[src/rtl/nco_pfc_pkg.sv]
// Constants, host write codes and carrier types of the phase and frequency control section.
package nco_pfc_pkg;

  localparam int WORD_W = 32;
  localparam int HALF_W = 16;
  localparam int QUAD_W = 2;
  localparam int QUAD_FILL_W = 14;
  localparam int TARGET_W = 2;

  localparam logic [WORD_W-1:0] WORD_ZERO = 32'h0000_0000;
  localparam logic [HALF_W-1:0] HALF_ZERO = 16'h0000;
  localparam logic [QUAD_FILL_W-1:0] QUAD_FILL = 14'h0000;

  // Host write targets selected by load_target_select.
  typedef enum logic [TARGET_W-1:0] {
    TGT_FREQ_LOW = 2'h0,
    TGT_FREQ_HIGH = 2'h1,
    TGT_PHASE = 2'h2,
    TGT_RESERVED = 2'h3
  } target_t;

  // Host write pins as one group; the strobes are active low.
  typedef struct packed {
    logic [HALF_W-1:0] data;
    logic [TARGET_W-1:0] target;
    logic chipSelectN;
    logic writeStrobeN;
  } host_write_t;

  localparam host_write_t HOST_IDLE = '{data: 16'h0000, target: 2'h0, chipSelectN: 1'b1,
                                        writeStrobeN: 1'b1};

  // Registered control lines; every enable and clear is active low.
  typedef struct packed {
    logic centerEnN;
    logic offsetEnN;
    logic phaseEnN;
    logic timerEnN;
    logic phaseSel;
    logic [QUAD_W-1:0] quad;
    logic offsetClrN;
    logic loadN;
    logic timerLoadN;
  } ctrl_t;

  localparam ctrl_t CTRL_IDLE = '{centerEnN: 1'b1, offsetEnN: 1'b1, phaseEnN: 1'b1,
                                  timerEnN: 1'b1, phaseSel: 1'b1, quad: 2'h0,
                                  offsetClrN: 1'b1, loadN: 1'b1, timerLoadN: 1'b1};

endpackage : nco_pfc_pkg

[src/rtl/nco_pin_sync.sv]
// Two flip-flop synchroniser for a group of pins from outside the clock domain.
`timescale 1ns/1ps
module nco_pin_sync #(
  parameter int WIDTH = 1,
  parameter logic [WIDTH-1:0] RESET_VALUE = '0
) (
  // Clock and reset
  input wire logic clock,
  input wire logic rstn,
  // Pins and their synchronised copy
  input wire logic [WIDTH-1:0] d,
  output logic [WIDTH-1:0] q
);

  logic [WIDTH-1:0] stage1;
  logic [WIDTH-1:0] next_stage1;
  logic [WIDTH-1:0] next_q;

  always_comb begin
    next_stage1 = d;
    next_q = stage1;
  end

  always_ff @(posedge clock or negedge rstn) begin
    if (!rstn) begin
      stage1 <= RESET_VALUE;
      q <= RESET_VALUE;
    end else begin
      stage1 <= next_stage1;
      q <= next_q;
    end
  end

endmodule : nco_pin_sync

[src/rtl/nco_accumulator.sv]
// Thirty-two bit accumulator with zeroable feedback and a registered active-low overflow.
`timescale 1ns/1ps
module nco_accumulator (
  // Clock and reset
  input wire logic clock,
  input wire logic rstn,
  input wire logic syncClearN,
  // Control and step
  input wire logic feedbackZero,
  input wire logic [nco_pfc_pkg::WORD_W-1:0] step,
  // Accumulator state and overflow
  output logic [nco_pfc_pkg::WORD_W-1:0] acc,
  output logic overflowN
);

  logic [nco_pfc_pkg::WORD_W:0] sum;
  logic [nco_pfc_pkg::WORD_W-1:0] next_acc;
  logic next_overflowN;

  always_comb begin
    // Zeroed feedback loads the step itself and cannot overflow.
    sum = {1'b0, (feedbackZero ? nco_pfc_pkg::WORD_ZERO : acc)} + {1'b0, step};
    next_acc = sum[nco_pfc_pkg::WORD_W-1:0];
    next_overflowN = ~sum[nco_pfc_pkg::WORD_W];
    if (!syncClearN) begin
      next_acc = nco_pfc_pkg::WORD_ZERO;
      next_overflowN = 1'b1;
    end
  end

  always_ff @(posedge clock or negedge rstn) begin
    if (!rstn) begin
      acc <= nco_pfc_pkg::WORD_ZERO;
      overflowN <= 1'b1;
    end else begin
      acc <= next_acc;
      overflowN <= next_overflowN;
    end
  end

endmodule : nco_accumulator

[src/rtl/nco_phase_frequency_control.sv]
// Phase and frequency control section: host inputs, frequency, phase and both accumulators.
`timescale 1ns/1ps

// Notes on behaviour
// - Phase accumulator adds step every clock edge.
// - Overflow wraps modulo 2^32, carry exposed.
// - Step is center plus offset, modulo 2^32.
// - Wrap carry output is inverted overflow.
// - Time accumulator's only output: interval carry.
// - Phase offset added to accumulator top half.
// - Phase offset is sixteen bits, for PSK.
// - Argument maps linearly over full circle.
// - Frequency step is two's complement, sets sideband.
// - Words arrive sixteen bits per host write.
// - Chip select and write strobe load input register.
// - Target decode: low, high, phase, reserved.
// - Frequency halves form one shared 32-bit word.
// - Enable registered, target loads next edge.
// - Center register reloads while enable stays low.
// - Source high: phase register takes phase input.
// - Source low: quadrant bits on top, zeros below.
// - Capture on write strobe rising edge.
// - Load zeroes phase accumulator feedback.
// - Offset clear zeroes contribution, keeps register.
// - Timer load zeroes time feedback, stops carry.
module nco_phase_frequency_control (
  // Clock and resets
  input wire logic clock,
  input wire logic rstn,
  input wire logic syncClearN,
  // Host write pins, asynchronous to clock
  input wire logic [nco_pfc_pkg::HALF_W-1:0] controlWordBus,
  input wire logic [nco_pfc_pkg::TARGET_W-1:0] loadTargetSelect,
  input wire logic chipSelectN,
  input wire logic writeStrobeN,
  // Load enables, synchronous to clock, active low
  input wire logic centerFreqLoadEnN,
  input wire logic offsetFreqLoadEnN,
  input wire logic phaseOffsetLoadEnN,
  input wire logic timerStepLoadEnN,
  // Modulation and accumulator controls, synchronous to clock
  input wire logic phaseSourceSelect,
  input wire logic [nco_pfc_pkg::QUAD_W-1:0] quadrantShiftBits,
  input wire logic offsetPathClearN,
  input wire logic accumLoadN,
  input wire logic romBypassTimerLoadN,
  // Results
  output logic [nco_pfc_pkg::WORD_W-1:0] phaseArgument,
  output logic phaseWrapCarryN,
  output logic intervalCarryN
);

  nco_pfc_pkg::host_write_t hostPins;
  nco_pfc_pkg::host_write_t hostSync;
  logic writePrev;
  logic next_writePrev;
  logic writeRise;

  nco_pfc_pkg::ctrl_t ctrlReg;
  nco_pfc_pkg::ctrl_t next_ctrlReg;

  logic [nco_pfc_pkg::HALF_W-1:0] freqInputLow;
  logic [nco_pfc_pkg::HALF_W-1:0] freqInputHigh;
  logic [nco_pfc_pkg::HALF_W-1:0] phaseInput;
  logic [nco_pfc_pkg::HALF_W-1:0] next_freqInputLow;
  logic [nco_pfc_pkg::HALF_W-1:0] next_freqInputHigh;
  logic [nco_pfc_pkg::HALF_W-1:0] next_phaseInput;
  logic [nco_pfc_pkg::WORD_W-1:0] inputWord;

  logic [nco_pfc_pkg::WORD_W-1:0] centerFreq;
  logic [nco_pfc_pkg::WORD_W-1:0] offsetFreq;
  logic [nco_pfc_pkg::WORD_W-1:0] timerStep;
  logic [nco_pfc_pkg::HALF_W-1:0] phaseOffset;
  logic [nco_pfc_pkg::WORD_W-1:0] next_centerFreq;
  logic [nco_pfc_pkg::WORD_W-1:0] next_offsetFreq;
  logic [nco_pfc_pkg::WORD_W-1:0] next_timerStep;
  logic [nco_pfc_pkg::HALF_W-1:0] next_phaseOffset;

  logic [nco_pfc_pkg::WORD_W-1:0] phaseStep;
  logic [nco_pfc_pkg::WORD_W-1:0] phaseAcc;
  logic [nco_pfc_pkg::WORD_W-1:0] timeAcc;
  logic [nco_pfc_pkg::HALF_W-1:0] phaseTop;
  logic [nco_pfc_pkg::WORD_W-1:0] next_phaseArgument;

  // Host pins are synchronised as one group so data and strobes stay aligned.
  assign hostPins = '{data: controlWordBus, target: loadTargetSelect,
                      chipSelectN: chipSelectN, writeStrobeN: writeStrobeN};

  nco_pin_sync #(
    .WIDTH($bits(nco_pfc_pkg::host_write_t)),
    .RESET_VALUE(nco_pfc_pkg::HOST_IDLE)
  ) hostSyncInst (
    .clock(clock),
    .rstn(rstn),
    .d(hostPins),
    .q(hostSync)
  );

  // Rising edge of the synchronised write strobe. The data must still be valid when the
  // strobe rises, since the capture uses the data that crossed alongside it.
  always_comb begin
    next_writePrev = hostSync.writeStrobeN;
    writeRise = hostSync.writeStrobeN && !writePrev && !hostSync.chipSelectN;
  end

  always_ff @(posedge clock or negedge rstn) begin
    if (!rstn) begin
      writePrev <= 1'b1;
    end else begin
      writePrev <= next_writePrev;
    end
  end

  // Input registers take one sixteen-bit half per host write.
  always_comb begin
    next_freqInputLow = freqInputLow;
    next_freqInputHigh = freqInputHigh;
    next_phaseInput = phaseInput;
    if (!syncClearN) begin
      next_freqInputLow = nco_pfc_pkg::HALF_ZERO;
      next_freqInputHigh = nco_pfc_pkg::HALF_ZERO;
      next_phaseInput = nco_pfc_pkg::HALF_ZERO;
    end else if (writeRise) begin
      unique case (nco_pfc_pkg::target_t'(hostSync.target))
        nco_pfc_pkg::TGT_FREQ_LOW: next_freqInputLow = hostSync.data;
        nco_pfc_pkg::TGT_FREQ_HIGH: next_freqInputHigh = hostSync.data;
        nco_pfc_pkg::TGT_PHASE: next_phaseInput = hostSync.data;
        nco_pfc_pkg::TGT_RESERVED: ;
      endcase
    end
  end

  always_ff @(posedge clock or negedge rstn) begin
    if (!rstn) begin
      freqInputLow <= nco_pfc_pkg::HALF_ZERO;
      freqInputHigh <= nco_pfc_pkg::HALF_ZERO;
      phaseInput <= nco_pfc_pkg::HALF_ZERO;
    end else begin
      freqInputLow <= next_freqInputLow;
      freqInputHigh <= next_freqInputHigh;
      phaseInput <= next_phaseInput;
    end
  end

  assign inputWord = {freqInputHigh, freqInputLow};

  // Control lines are registered once; the registered copies steer the next edge.
  always_comb begin
    next_ctrlReg = '{centerEnN: centerFreqLoadEnN, offsetEnN: offsetFreqLoadEnN,
                     phaseEnN: phaseOffsetLoadEnN, timerEnN: timerStepLoadEnN,
                     phaseSel: phaseSourceSelect, quad: quadrantShiftBits,
                     offsetClrN: offsetPathClearN, loadN: accumLoadN,
                     timerLoadN: romBypassTimerLoadN};
  end

  always_ff @(posedge clock or negedge rstn) begin
    if (!rstn) begin
      ctrlReg <= nco_pfc_pkg::CTRL_IDLE;
    end else begin
      ctrlReg <= next_ctrlReg;
    end
  end

  // Frequency, timer step and phase offset registers.
  always_comb begin
    next_centerFreq = centerFreq;
    next_offsetFreq = offsetFreq;
    next_timerStep = timerStep;
    next_phaseOffset = phaseOffset;
    if (!syncClearN) begin
      next_centerFreq = nco_pfc_pkg::WORD_ZERO;
      next_offsetFreq = nco_pfc_pkg::WORD_ZERO;
      next_timerStep = nco_pfc_pkg::WORD_ZERO;
      next_phaseOffset = nco_pfc_pkg::HALF_ZERO;
    end else begin
      if (!ctrlReg.centerEnN) begin
        next_centerFreq = inputWord;
      end
      if (!ctrlReg.offsetEnN) begin
        next_offsetFreq = inputWord;
      end
      if (!ctrlReg.timerEnN) begin
        next_timerStep = inputWord;
      end
      if (!ctrlReg.phaseEnN) begin
        if (ctrlReg.phaseSel) begin
          next_phaseOffset = phaseInput;
        end else begin
          next_phaseOffset = {ctrlReg.quad, nco_pfc_pkg::QUAD_FILL};
        end
      end
    end
  end

  always_ff @(posedge clock or negedge rstn) begin
    if (!rstn) begin
      centerFreq <= nco_pfc_pkg::WORD_ZERO;
      offsetFreq <= nco_pfc_pkg::WORD_ZERO;
      timerStep <= nco_pfc_pkg::WORD_ZERO;
      phaseOffset <= nco_pfc_pkg::HALF_ZERO;
    end else begin
      centerFreq <= next_centerFreq;
      offsetFreq <= next_offsetFreq;
      timerStep <= next_timerStep;
      phaseOffset <= next_phaseOffset;
    end
  end

  // A negative step is the same bit pattern modulo 2^32, so one unsigned adder serves
  // both sidebands and the phase simply rotates the other way.
  assign phaseStep = centerFreq + (ctrlReg.offsetClrN ? offsetFreq
                                                      : nco_pfc_pkg::WORD_ZERO);

  nco_accumulator phaseAccInst (
    .clock(clock),
    .rstn(rstn),
    .syncClearN(syncClearN),
    .feedbackZero(!ctrlReg.loadN),
    .step(phaseStep),
    .acc(phaseAcc),
    .overflowN(phaseWrapCarryN)
  );

  // Only the overflow of the time accumulator leaves the block.
  nco_accumulator timeAccInst (
    .clock(clock),
    .rstn(rstn),
    .syncClearN(syncClearN),
    .feedbackZero(!ctrlReg.timerLoadN),
    .step(timerStep),
    .acc(timeAcc),
    .overflowN(intervalCarryN)
  );

  // Phase adder: zero argument is zero degrees, full scale is just short of a full turn.
  always_comb begin
    phaseTop = phaseAcc[nco_pfc_pkg::WORD_W-1:nco_pfc_pkg::HALF_W] + phaseOffset;
    next_phaseArgument = {phaseTop, phaseAcc[nco_pfc_pkg::HALF_W-1:0]};
    if (!syncClearN) begin
      next_phaseArgument = nco_pfc_pkg::WORD_ZERO;
    end
  end

  always_ff @(posedge clock or negedge rstn) begin
    if (!rstn) begin
      phaseArgument <= nco_pfc_pkg::WORD_ZERO;
    end else begin
      phaseArgument <= next_phaseArgument;
    end
  end
endmodule : nco_phase_frequency_control

[config.mk]
export PLATFORM = sky130hd
export DESIGN_NAME = nco_phase_frequency_control
export DESIGN_NICKNAME = d
export VERILOG_FILES = /design/src/rtl/nco_pfc_pkg.sv /design/src/rtl/nco_pin_sync.sv /design/src/rtl/nco_accumulator.sv /design/src/rtl/nco_phase_frequency_control.sv
export SDC_FILE = /design/constraint.sdc
export NUM_CORES = 1
export LEC_CHECK = 0
export BUFFER_PORTS_ARGS = -buffer_cell sky130_fd_sc_hd__buf_4
export CAP_MARGIN = 15
export CORE_MARGIN = 3
export CORE_UTILIZATION = 65
export CTS_CLUSTER_SIZE = 20
export DETAILED_ROUTE_END_ITERATION = 8
export GPL_ROUTABILITY_DRIVEN = 0
export HOLD_SLACK_MARGIN = 0.06
export PLACE_DENSITY = 0.83
export SKIP_LAST_GASP = 1
export SYNTH_ARGS = -nofsm -noshare
export SYNTH_HDL_FRONTEND = slang
export SYNTH_HIERARCHICAL = 1
export SYNTH_SLANG_ARGS = --single-unit
export TNS_END_PERCENT = 100
[constraint.sdc]
create_clock -name clock -period 9.5 [get_ports clock]
set_input_delay 1.9 -clock clock [delete_from_list [all_inputs] [get_ports clock]]
set_output_delay 1.9 -clock clock [all_outputs]
set_load 0.005 [all_outputs]
==> impl_metrics.toml, run 1 <==
[die]
initial_utilization_pct = 66.4
core-area_mm2 = 0.0270
die-area_mm2 = 0.0296
die_x_um = 172
io_pins = 67
die_h_um = 172
row_count = 60

[synthesis]
yosysWarnings = 6
async_reset_ff_share_pct = 100
synthDistinctLibCells = 84
syn_area_per_cell_um2 = 10.2
syn_nets = 1914
mappedNetlistArea_mm2 = 0.0179
synth_edf_count = 0
synth_flop_cell = "dfrtp_1"
yosysSeqAreaShare_pct = 43.2
synth_seq_cells = 309
syn-instance-count = 1767

[setup_path]
critPathLaunch = "ctrlReg[2]"
r2r-end = "phaseAccInst/acc[27]"
r2r_cells = 16
worstSetupPathType = "flip-flop to flip-flop"
r2r_setup_slack_ns = 4.55
crit_path_start_kind = "flip-flop"
crit_slowest_cell = "dfstp_2"
arrival_ns = 5.34
critPathMostFrequentCell = "ha_1"
r2r_start = "ctrlReg[2]"
cp.buffers_inverters = 0
slowest_delay_ns = 0.49
critPathTopFamily = "compound AO/OA/AOI/OAI gates"
cp-end-kind = "flip-flop"
critPathRequiredTime_ns = 9.89
crit_path_max_fanout = 32
crit_path_cell_trace = "and2_1 -> ha_1 -> fa_1 -> a21oi_1 -> o211ai_2 -> a31oi_1 -> o221a_2 -> o31a_1 -> xnor2_1 -> ha_1 -> a21o_1 -> a21o_2 -> nor3_1 -> o211ai_4 -> and3_1 -> or4_1"

[sta]
slew_viol_final = 0
period_share_pct = 52.1
fmax_ghz = 0.202
worst_pin_slew_ns = 1.08
slew_headroom_pct = 28.2
setup-tns-final_ns = 0
rsz0062_at_grt = "no"
setup_violations = 0
clock_skew_ns = 0.0178
setup_ws_ns = 4.55
finalHoldWorstSlack_ns = 0.343
finalHoldViolCount = 0
min_period_ns = 4.95

[place]
io_buffers = 66
dpl_cell_area_mm2 = 0.0186
place_ws_ns = 4.64
dp_hpwl_mm = 27.9

[global_route]
antenna_found_initial = 0
grtUsageTotal_pct = 27.8
overflow = 0
grt_pass1_wl_mm = 67.0
grt_max_degree = 172
grt_pass1_vias = 13200

[cts]
cts.clk_slew.worst_paths_ns = 0.06
ctsRootBufferMaster = "clkbuf_16"
cts_inserted_buffers = 34
ctsResizeCount = 0
post_cts_buffers = 0
cts_tree = "yes"
clk_latency_ns = 0.53
ctsLongestPathBuffers = 3
clock-sinks = 309
cts_hold_buf = 0
htreeDepth = 2

[route]
drt_wl_total_mm = 40.6
num_vias = 13400
vias_per_cell = 6.17
drc = 0
first_iter_violations = 1122
antenna_left = 0
wl_per_cell_um = 18.8
drtPass1Iterations = 5

[layout]
areaGrowthSynthToFinish_pct = 10.3
final-seq-area_mm2 = 0.00775
multi_input_area_mm2 = 0.00977
final_area_mm2 = 0.0198
layout.nets = 1946
fillCellCount = 1919
drive_above_1_share_pct = 10.9
n_antenna_cell = 0

[pwr]
power.leakage_nw = 9.78
peakVddDrop_mv = 0.128
total_power_mw = 2.82
powerDensity_mw_per_mm2 = 143

[job]
drv_cap = 0

[hold_path]
holdCritPathClass = "flip-flop to flip-flop"
whs_path_depth = 0
hold_path_startpoint = "hostSyncInst/next_q[6]"
min_to = "hostSyncInst/q[6]"

[outcome]
outcome = "complete, no violations"
## state kept, by name, indices dropped and copies added (netlist names), 16 cells and up
name	flops
timeAccInst/acc	32
hostSyncInst/next_q	20
phaseAccInst/acc	32
phaseArgument	32
centerFreq	32
hostSyncInst/q	20
timerStep	32
phaseInput	16
freqInputHigh	16
freqInputLow	16
phaseOffset	16
offsetFreq	32
## cell usage after synthesis (3+ instances only)
master,instances,area [µm²]
dfrtp_1,294,7360
a21boi_0,6,45.0
or3_1,10,62.6
and2_2,3,22.5
nor4_1,4,25.0
buf_2,4,20.0
o211ai_1,17,128
nor2_1,67,251
a221oi_1,3,26.3
o21ai_0,74,370
nor3_1,30,150
buf_1,11,41.3
nand2_1,95,357
o22ai_1,3,18.8
nand2b_1,17,106
and2_1,89,557
xor2_1,25,219
o21ai_1,9,45.0
mux2i_1,152,1520
or2_2,4,25.0
nor3b_1,6,45.0
fa_1,4,80.1
and3_1,21,131
a211o_1,8,70.1
xnor2_1,39,342
a21o_1,33,248
a21oi_1,103,515
o2111ai_1,4,35.0
a21oi_2,3,26.3
dfstp_2,15,394
o21a_1,14,105
a31oi_1,18,113
a211oi_1,11,82.6
inv_1,33,124
nand4_1,22,138
ha_1,110,1380
nand3_1,37,185
o21bai_1,11,82.6
clkbuf_1,59,221
nor2b_1,220,1380
o31a_1,11,96.3
## area by class of cell
type	instances	share of cell area (%)
multi-input cells	1347	49.3
flip-flops and latches	309	39.2
clock buffers	48	5.03
repair buffers	72	2.90
well taps	341	2.16
clock inverters	13	0.746
inverters	35	0.664
## per-layer routing
layer	routed length [µm]	up-vias	GRT usage, %
li1	-	6316	-
met1	18100	6571	37.9
met2	19500	373	46.3
met3	1720	98	3.64
met4	1330	0	9.68
met5	0	-	0
## how the worst max path moves through the flow
stage	end	cells past startpoint	slack [ns]
3_3_place_gp	phaseAccInst/acc[27]	16	4.76
2_1_floorplan	phaseAccInst/acc[27]	18	5.27
6_report	phaseAccInst/acc[27]	16	4.55
5_1_grt	phaseAccInst/acc[27]	16	4.28
4_1_cts	phaseAccInst/acc[27]	16	4.63
3_5_place_dp	phaseAccInst/acc[27]	16	4.64
## cell usage in the layout, fill, tap and decap left out, types with 6 or more instances in the layout
master / count
clkbuf_8: 7
o211ai_1: 17
dfstp_2: 15
a211oi_1: 11
ha_1: 110
xnor2_1: 39
or3_1: 10
and2_1: 89
a21oi_1: 103
dfrtp_1: 294
a31oi_1: 18
inv_1: 33
nor3_1: 30
clkbuf_1: 6
o21ai_1: 9
o21ai_0: 74
nor2b_1: 220
o21bai_1: 11
nand2b_1: 17
a21boi_0: 6
o21a_1: 14
nand4_1: 22
clkinv_2: 6
a211o_1: 8
nor2_1: 67
o31a_1: 11
nor3b_1: 6
and3_1: 21
a21o_1: 33
xor2_1: 25
nand3_1: 37
mux2i_1: 152
nand2_1: 95
clkbuf_16: 35
buf_4: 69
## report_power, final
group	total (mW)	internal (mW)	switching (mW)
logic	0.117	0.0481	0.0690
clock network	1.33	0.791	0.541
registers	1.37	1.34	0.0315
## through the flow
stage	util, %	cells
after floorplan	-	1767
after global routing	73.2	2165
after CTS	73.2	2165
final	73.2	2165
after detailed placement	69.0	2104
after global placement	69.0	2104
## cell families after synthesis
logic type      share of synthesized area [%]
flops                                    43.2
simple gates                             20.4
compound gates                           14.1
fa+ha+maj                                8.11
xor+xnor                                 3.12
buf+inv                                  2.39
mux                                      8.60
Note: power is estimated with default switching activity, not from simulation.
==> inputs of run 2 (changes only) <==
--- a/config.mk
+++ b/config.mk
@@ -8,12 +8,12 @@
 export BUFFER_PORTS_ARGS = -buffer_cell sky130_fd_sc_hd__buf_4
 export CAP_MARGIN = 15
 export CORE_MARGIN = 3
-export CORE_UTILIZATION = 65
+export CORE_UTILIZATION = 63
 export CTS_CLUSTER_SIZE = 20
 export DETAILED_ROUTE_END_ITERATION = 8
 export GPL_ROUTABILITY_DRIVEN = 0
 export HOLD_SLACK_MARGIN = 0.06
-export PLACE_DENSITY = 0.83
+export PLACE_DENSITY = 0.81
 export SKIP_LAST_GASP = 1
 export SYNTH_ARGS = -nofsm -noshare
 export SYNTH_HDL_FRONTEND = slang
==> constraint.sdc (replaced) <==
create_clock -name clock -period 5 [get_ports clock]
set_input_delay 1 -clock clock [delete_from_list [all_inputs] [get_ports clock]]
set_output_delay 1 -clock clock [all_outputs]
set_load 0.005 [all_outputs]
==> run 2 against run 1 <==
  * Worst hold slack gained 0.0038 ns
  * Largest cell class unchanged
  * Via count is 1.2% lower
  * Total power grew 87%
  * Critical path depth increased by 1
==> impl_metrics.toml, run 2 (synthesized netlist as in run 1, its figures left out) <==
[die]
initial_utilization_pct = 64.2
die-area_mm2 = 0.0305
io_pins = 67
die_x_um = 175
row_count = 61
core-area_mm2 = 0.0279
die_h_um = 175

[place]
dp_cells = 2144
dp_hpwl_mm = 27.7
io_buffers = 66

[setup_path]
slowest_delay_ns = 0.49
crit_path_start_kind = "flip-flop"
crit_path_cell_trace = "and2_1 -> ha_1 -> fa_1 -> a21oi_1 -> o211ai_2 -> a31oi_2 -> o21ai_0 -> a21oi_1 -> xnor2_1 -> ha_1 -> nand2_1 -> nand2_1 -> a211o_1 -> a22oi_1 -> o211ai_4 -> and3_1 -> or4_1"
r2r_cells = 17
worstSetupPathType = "flip-flop to flip-flop"
cp-end-kind = "flip-flop"
crit_path_max_fanout = 6
crit_slowest_cell = "or4_1"
critPathRequiredTime_ns = 5.39
arrival_ns = 5.04

[route]
first_iter_violations = 1062
vias_per_cell = 5.99
top_layer = "met4"
drc = 0
drt_wl_total_mm = 39.5
wl_per_cell_um = 17.9
wl_met2_mm = 18.5
num_vias = 13200
drtPass1Iterations = 5
wl_met1_mm = 18.0
met3_length_mm = 1.88
antenna_left = 0

[pwr]
power.leakage_nw = 9.76
powerDensity_mw_per_mm2 = 266
peakVddDrop_mv = 0.419
total_power_mw = 5.26

[sta]
finalHoldViolCount = 0
clock_skew_ns = 0.0106
rsz0062_at_grt = "no"
slew_headroom_pct = 30.9
setup_violations = 0
min_period_ns = 4.65
fmax_ghz = 0.215
worst_pin_slew_ns = 1.04
setup-tns-final_ns = 0
period_share_pct = 93.1
finalHoldWorstSlack_ns = 0.347
slew_viol_final = 0

[outcome]
outcome = "complete, no violations"

[global_route]
grt_max_degree = 110
overflow = 0
grtUsageTotal_pct = 25.9
grt_pass1_wl_mm = 65.1
grt_pass1_vias = 12800
antenna_found_initial = 0

[cts]
clock-sinks = 309
ctsRootBufferMaster = "clkbuf_16"
cts_inserted_buffers = 34
cts.clk_slew.worst_paths_ns = 0.06
cts_hold_buf = 0
cts_tree = "yes"
clk_latency_ns = 0.51
htreeDepth = 2
ctsLongestPathBuffers = 3
ctsResizeCount = 0
post_cts_buffers = 0

[hold_path]
holdCritPathClass = "flip-flop to flip-flop"
whs_path_depth = 0

[layout]
layout.nets = 1949
final-seq-area_mm2 = 0.00775
fillCellCount = 2083
n_antenna_cell = 0
drive_above_1_share_pct = 10.7
stdcell_count = 2203
areaGrowthSynthToFinish_pct = 10.3
final_common_cell = "dfrtp_1"
multi_input_area_mm2 = 0.00977
mostFrequentLayoutCells = "dfrtp_1 (294), nor2b_1 (220), mux2i_1 (152)"

[job]
drv_cap = 0
==> run 2: changes by cell type in the layout (fill, tap and decap cells not counted), sizes merged <==
cell and change:
buf +3, clkinv -3, clkbuf +1
==> run 2: final cells by class <==
type / count / area share (%)
Multi-Input combinational cell: 1347 / 49.4
Timing Repair Buffer: 75 / 3.01
Clock buffer: 49 / 4.89
Inverter: 35 / 0.664
Clock inverter: 10 / 0.537
Sequential cell: 309 / 39.1
Tap cell: 378 / 2.39
==> run 2: routing by layer <==
metal	track usage, %	up-vias
li1	-	6345
met1	35.8	6413
met2	42.3	348
met3	3.85	88
met4	8.61	0
met5	0	-
==> run 2: worst paths after layout <==
| path | start | endpoint | slack [ns] |
|---|---|---|---|
| worst min-delay path | hostSyncInst/next_q[18] | hostSyncInst/q[18] | 0.35 |
| min in group asynchronous | rstn | phaseArgument[4] | 0.53 |
| worst max-delay path | ctrlReg[2] | phaseAccInst/acc[27] | 0.35 |
| worst min register to register | hostSyncInst/next_q[18] | hostSyncInst/q[18] | 0.35 |
| worst max register to register | ctrlReg[2] | phaseAccInst/acc[27] | 0.35 |
| max in group asynchronous | rstn | offsetFreq[6] | 3.26 |
==> run 2: critical path: cells and delay by family, from the launching register on <==
kind	cells	cell delay, ns
DFF	1	0.38
adders and majority gates	3	0.96
and+or+nand+nor	5	0.97
AOI/OAI and AO/OA	8	2.03
xor gates and xnor gates	1	0.19
==> run 2: power breakdown <==
part           internal (mW)  switching (mW)
logic                 0.0930           0.133
registers               2.54          0.0574
clock network           1.45           0.986
==> run 2: per-stage QoR <==
step / setup WS (ns) / instance area [µm²] / util [%]
after floorplan: 0.768 / 17900 / -
after global placement: 0.463 / 18700 / 67.0
after detailed placement: 0.271 / 18700 / 67.0
after CTS: 0.275 / 19800 / 70.9
after global routing: 0.0742 / 19800 / 70.9
final: 0.346 / 19800 / 70.9
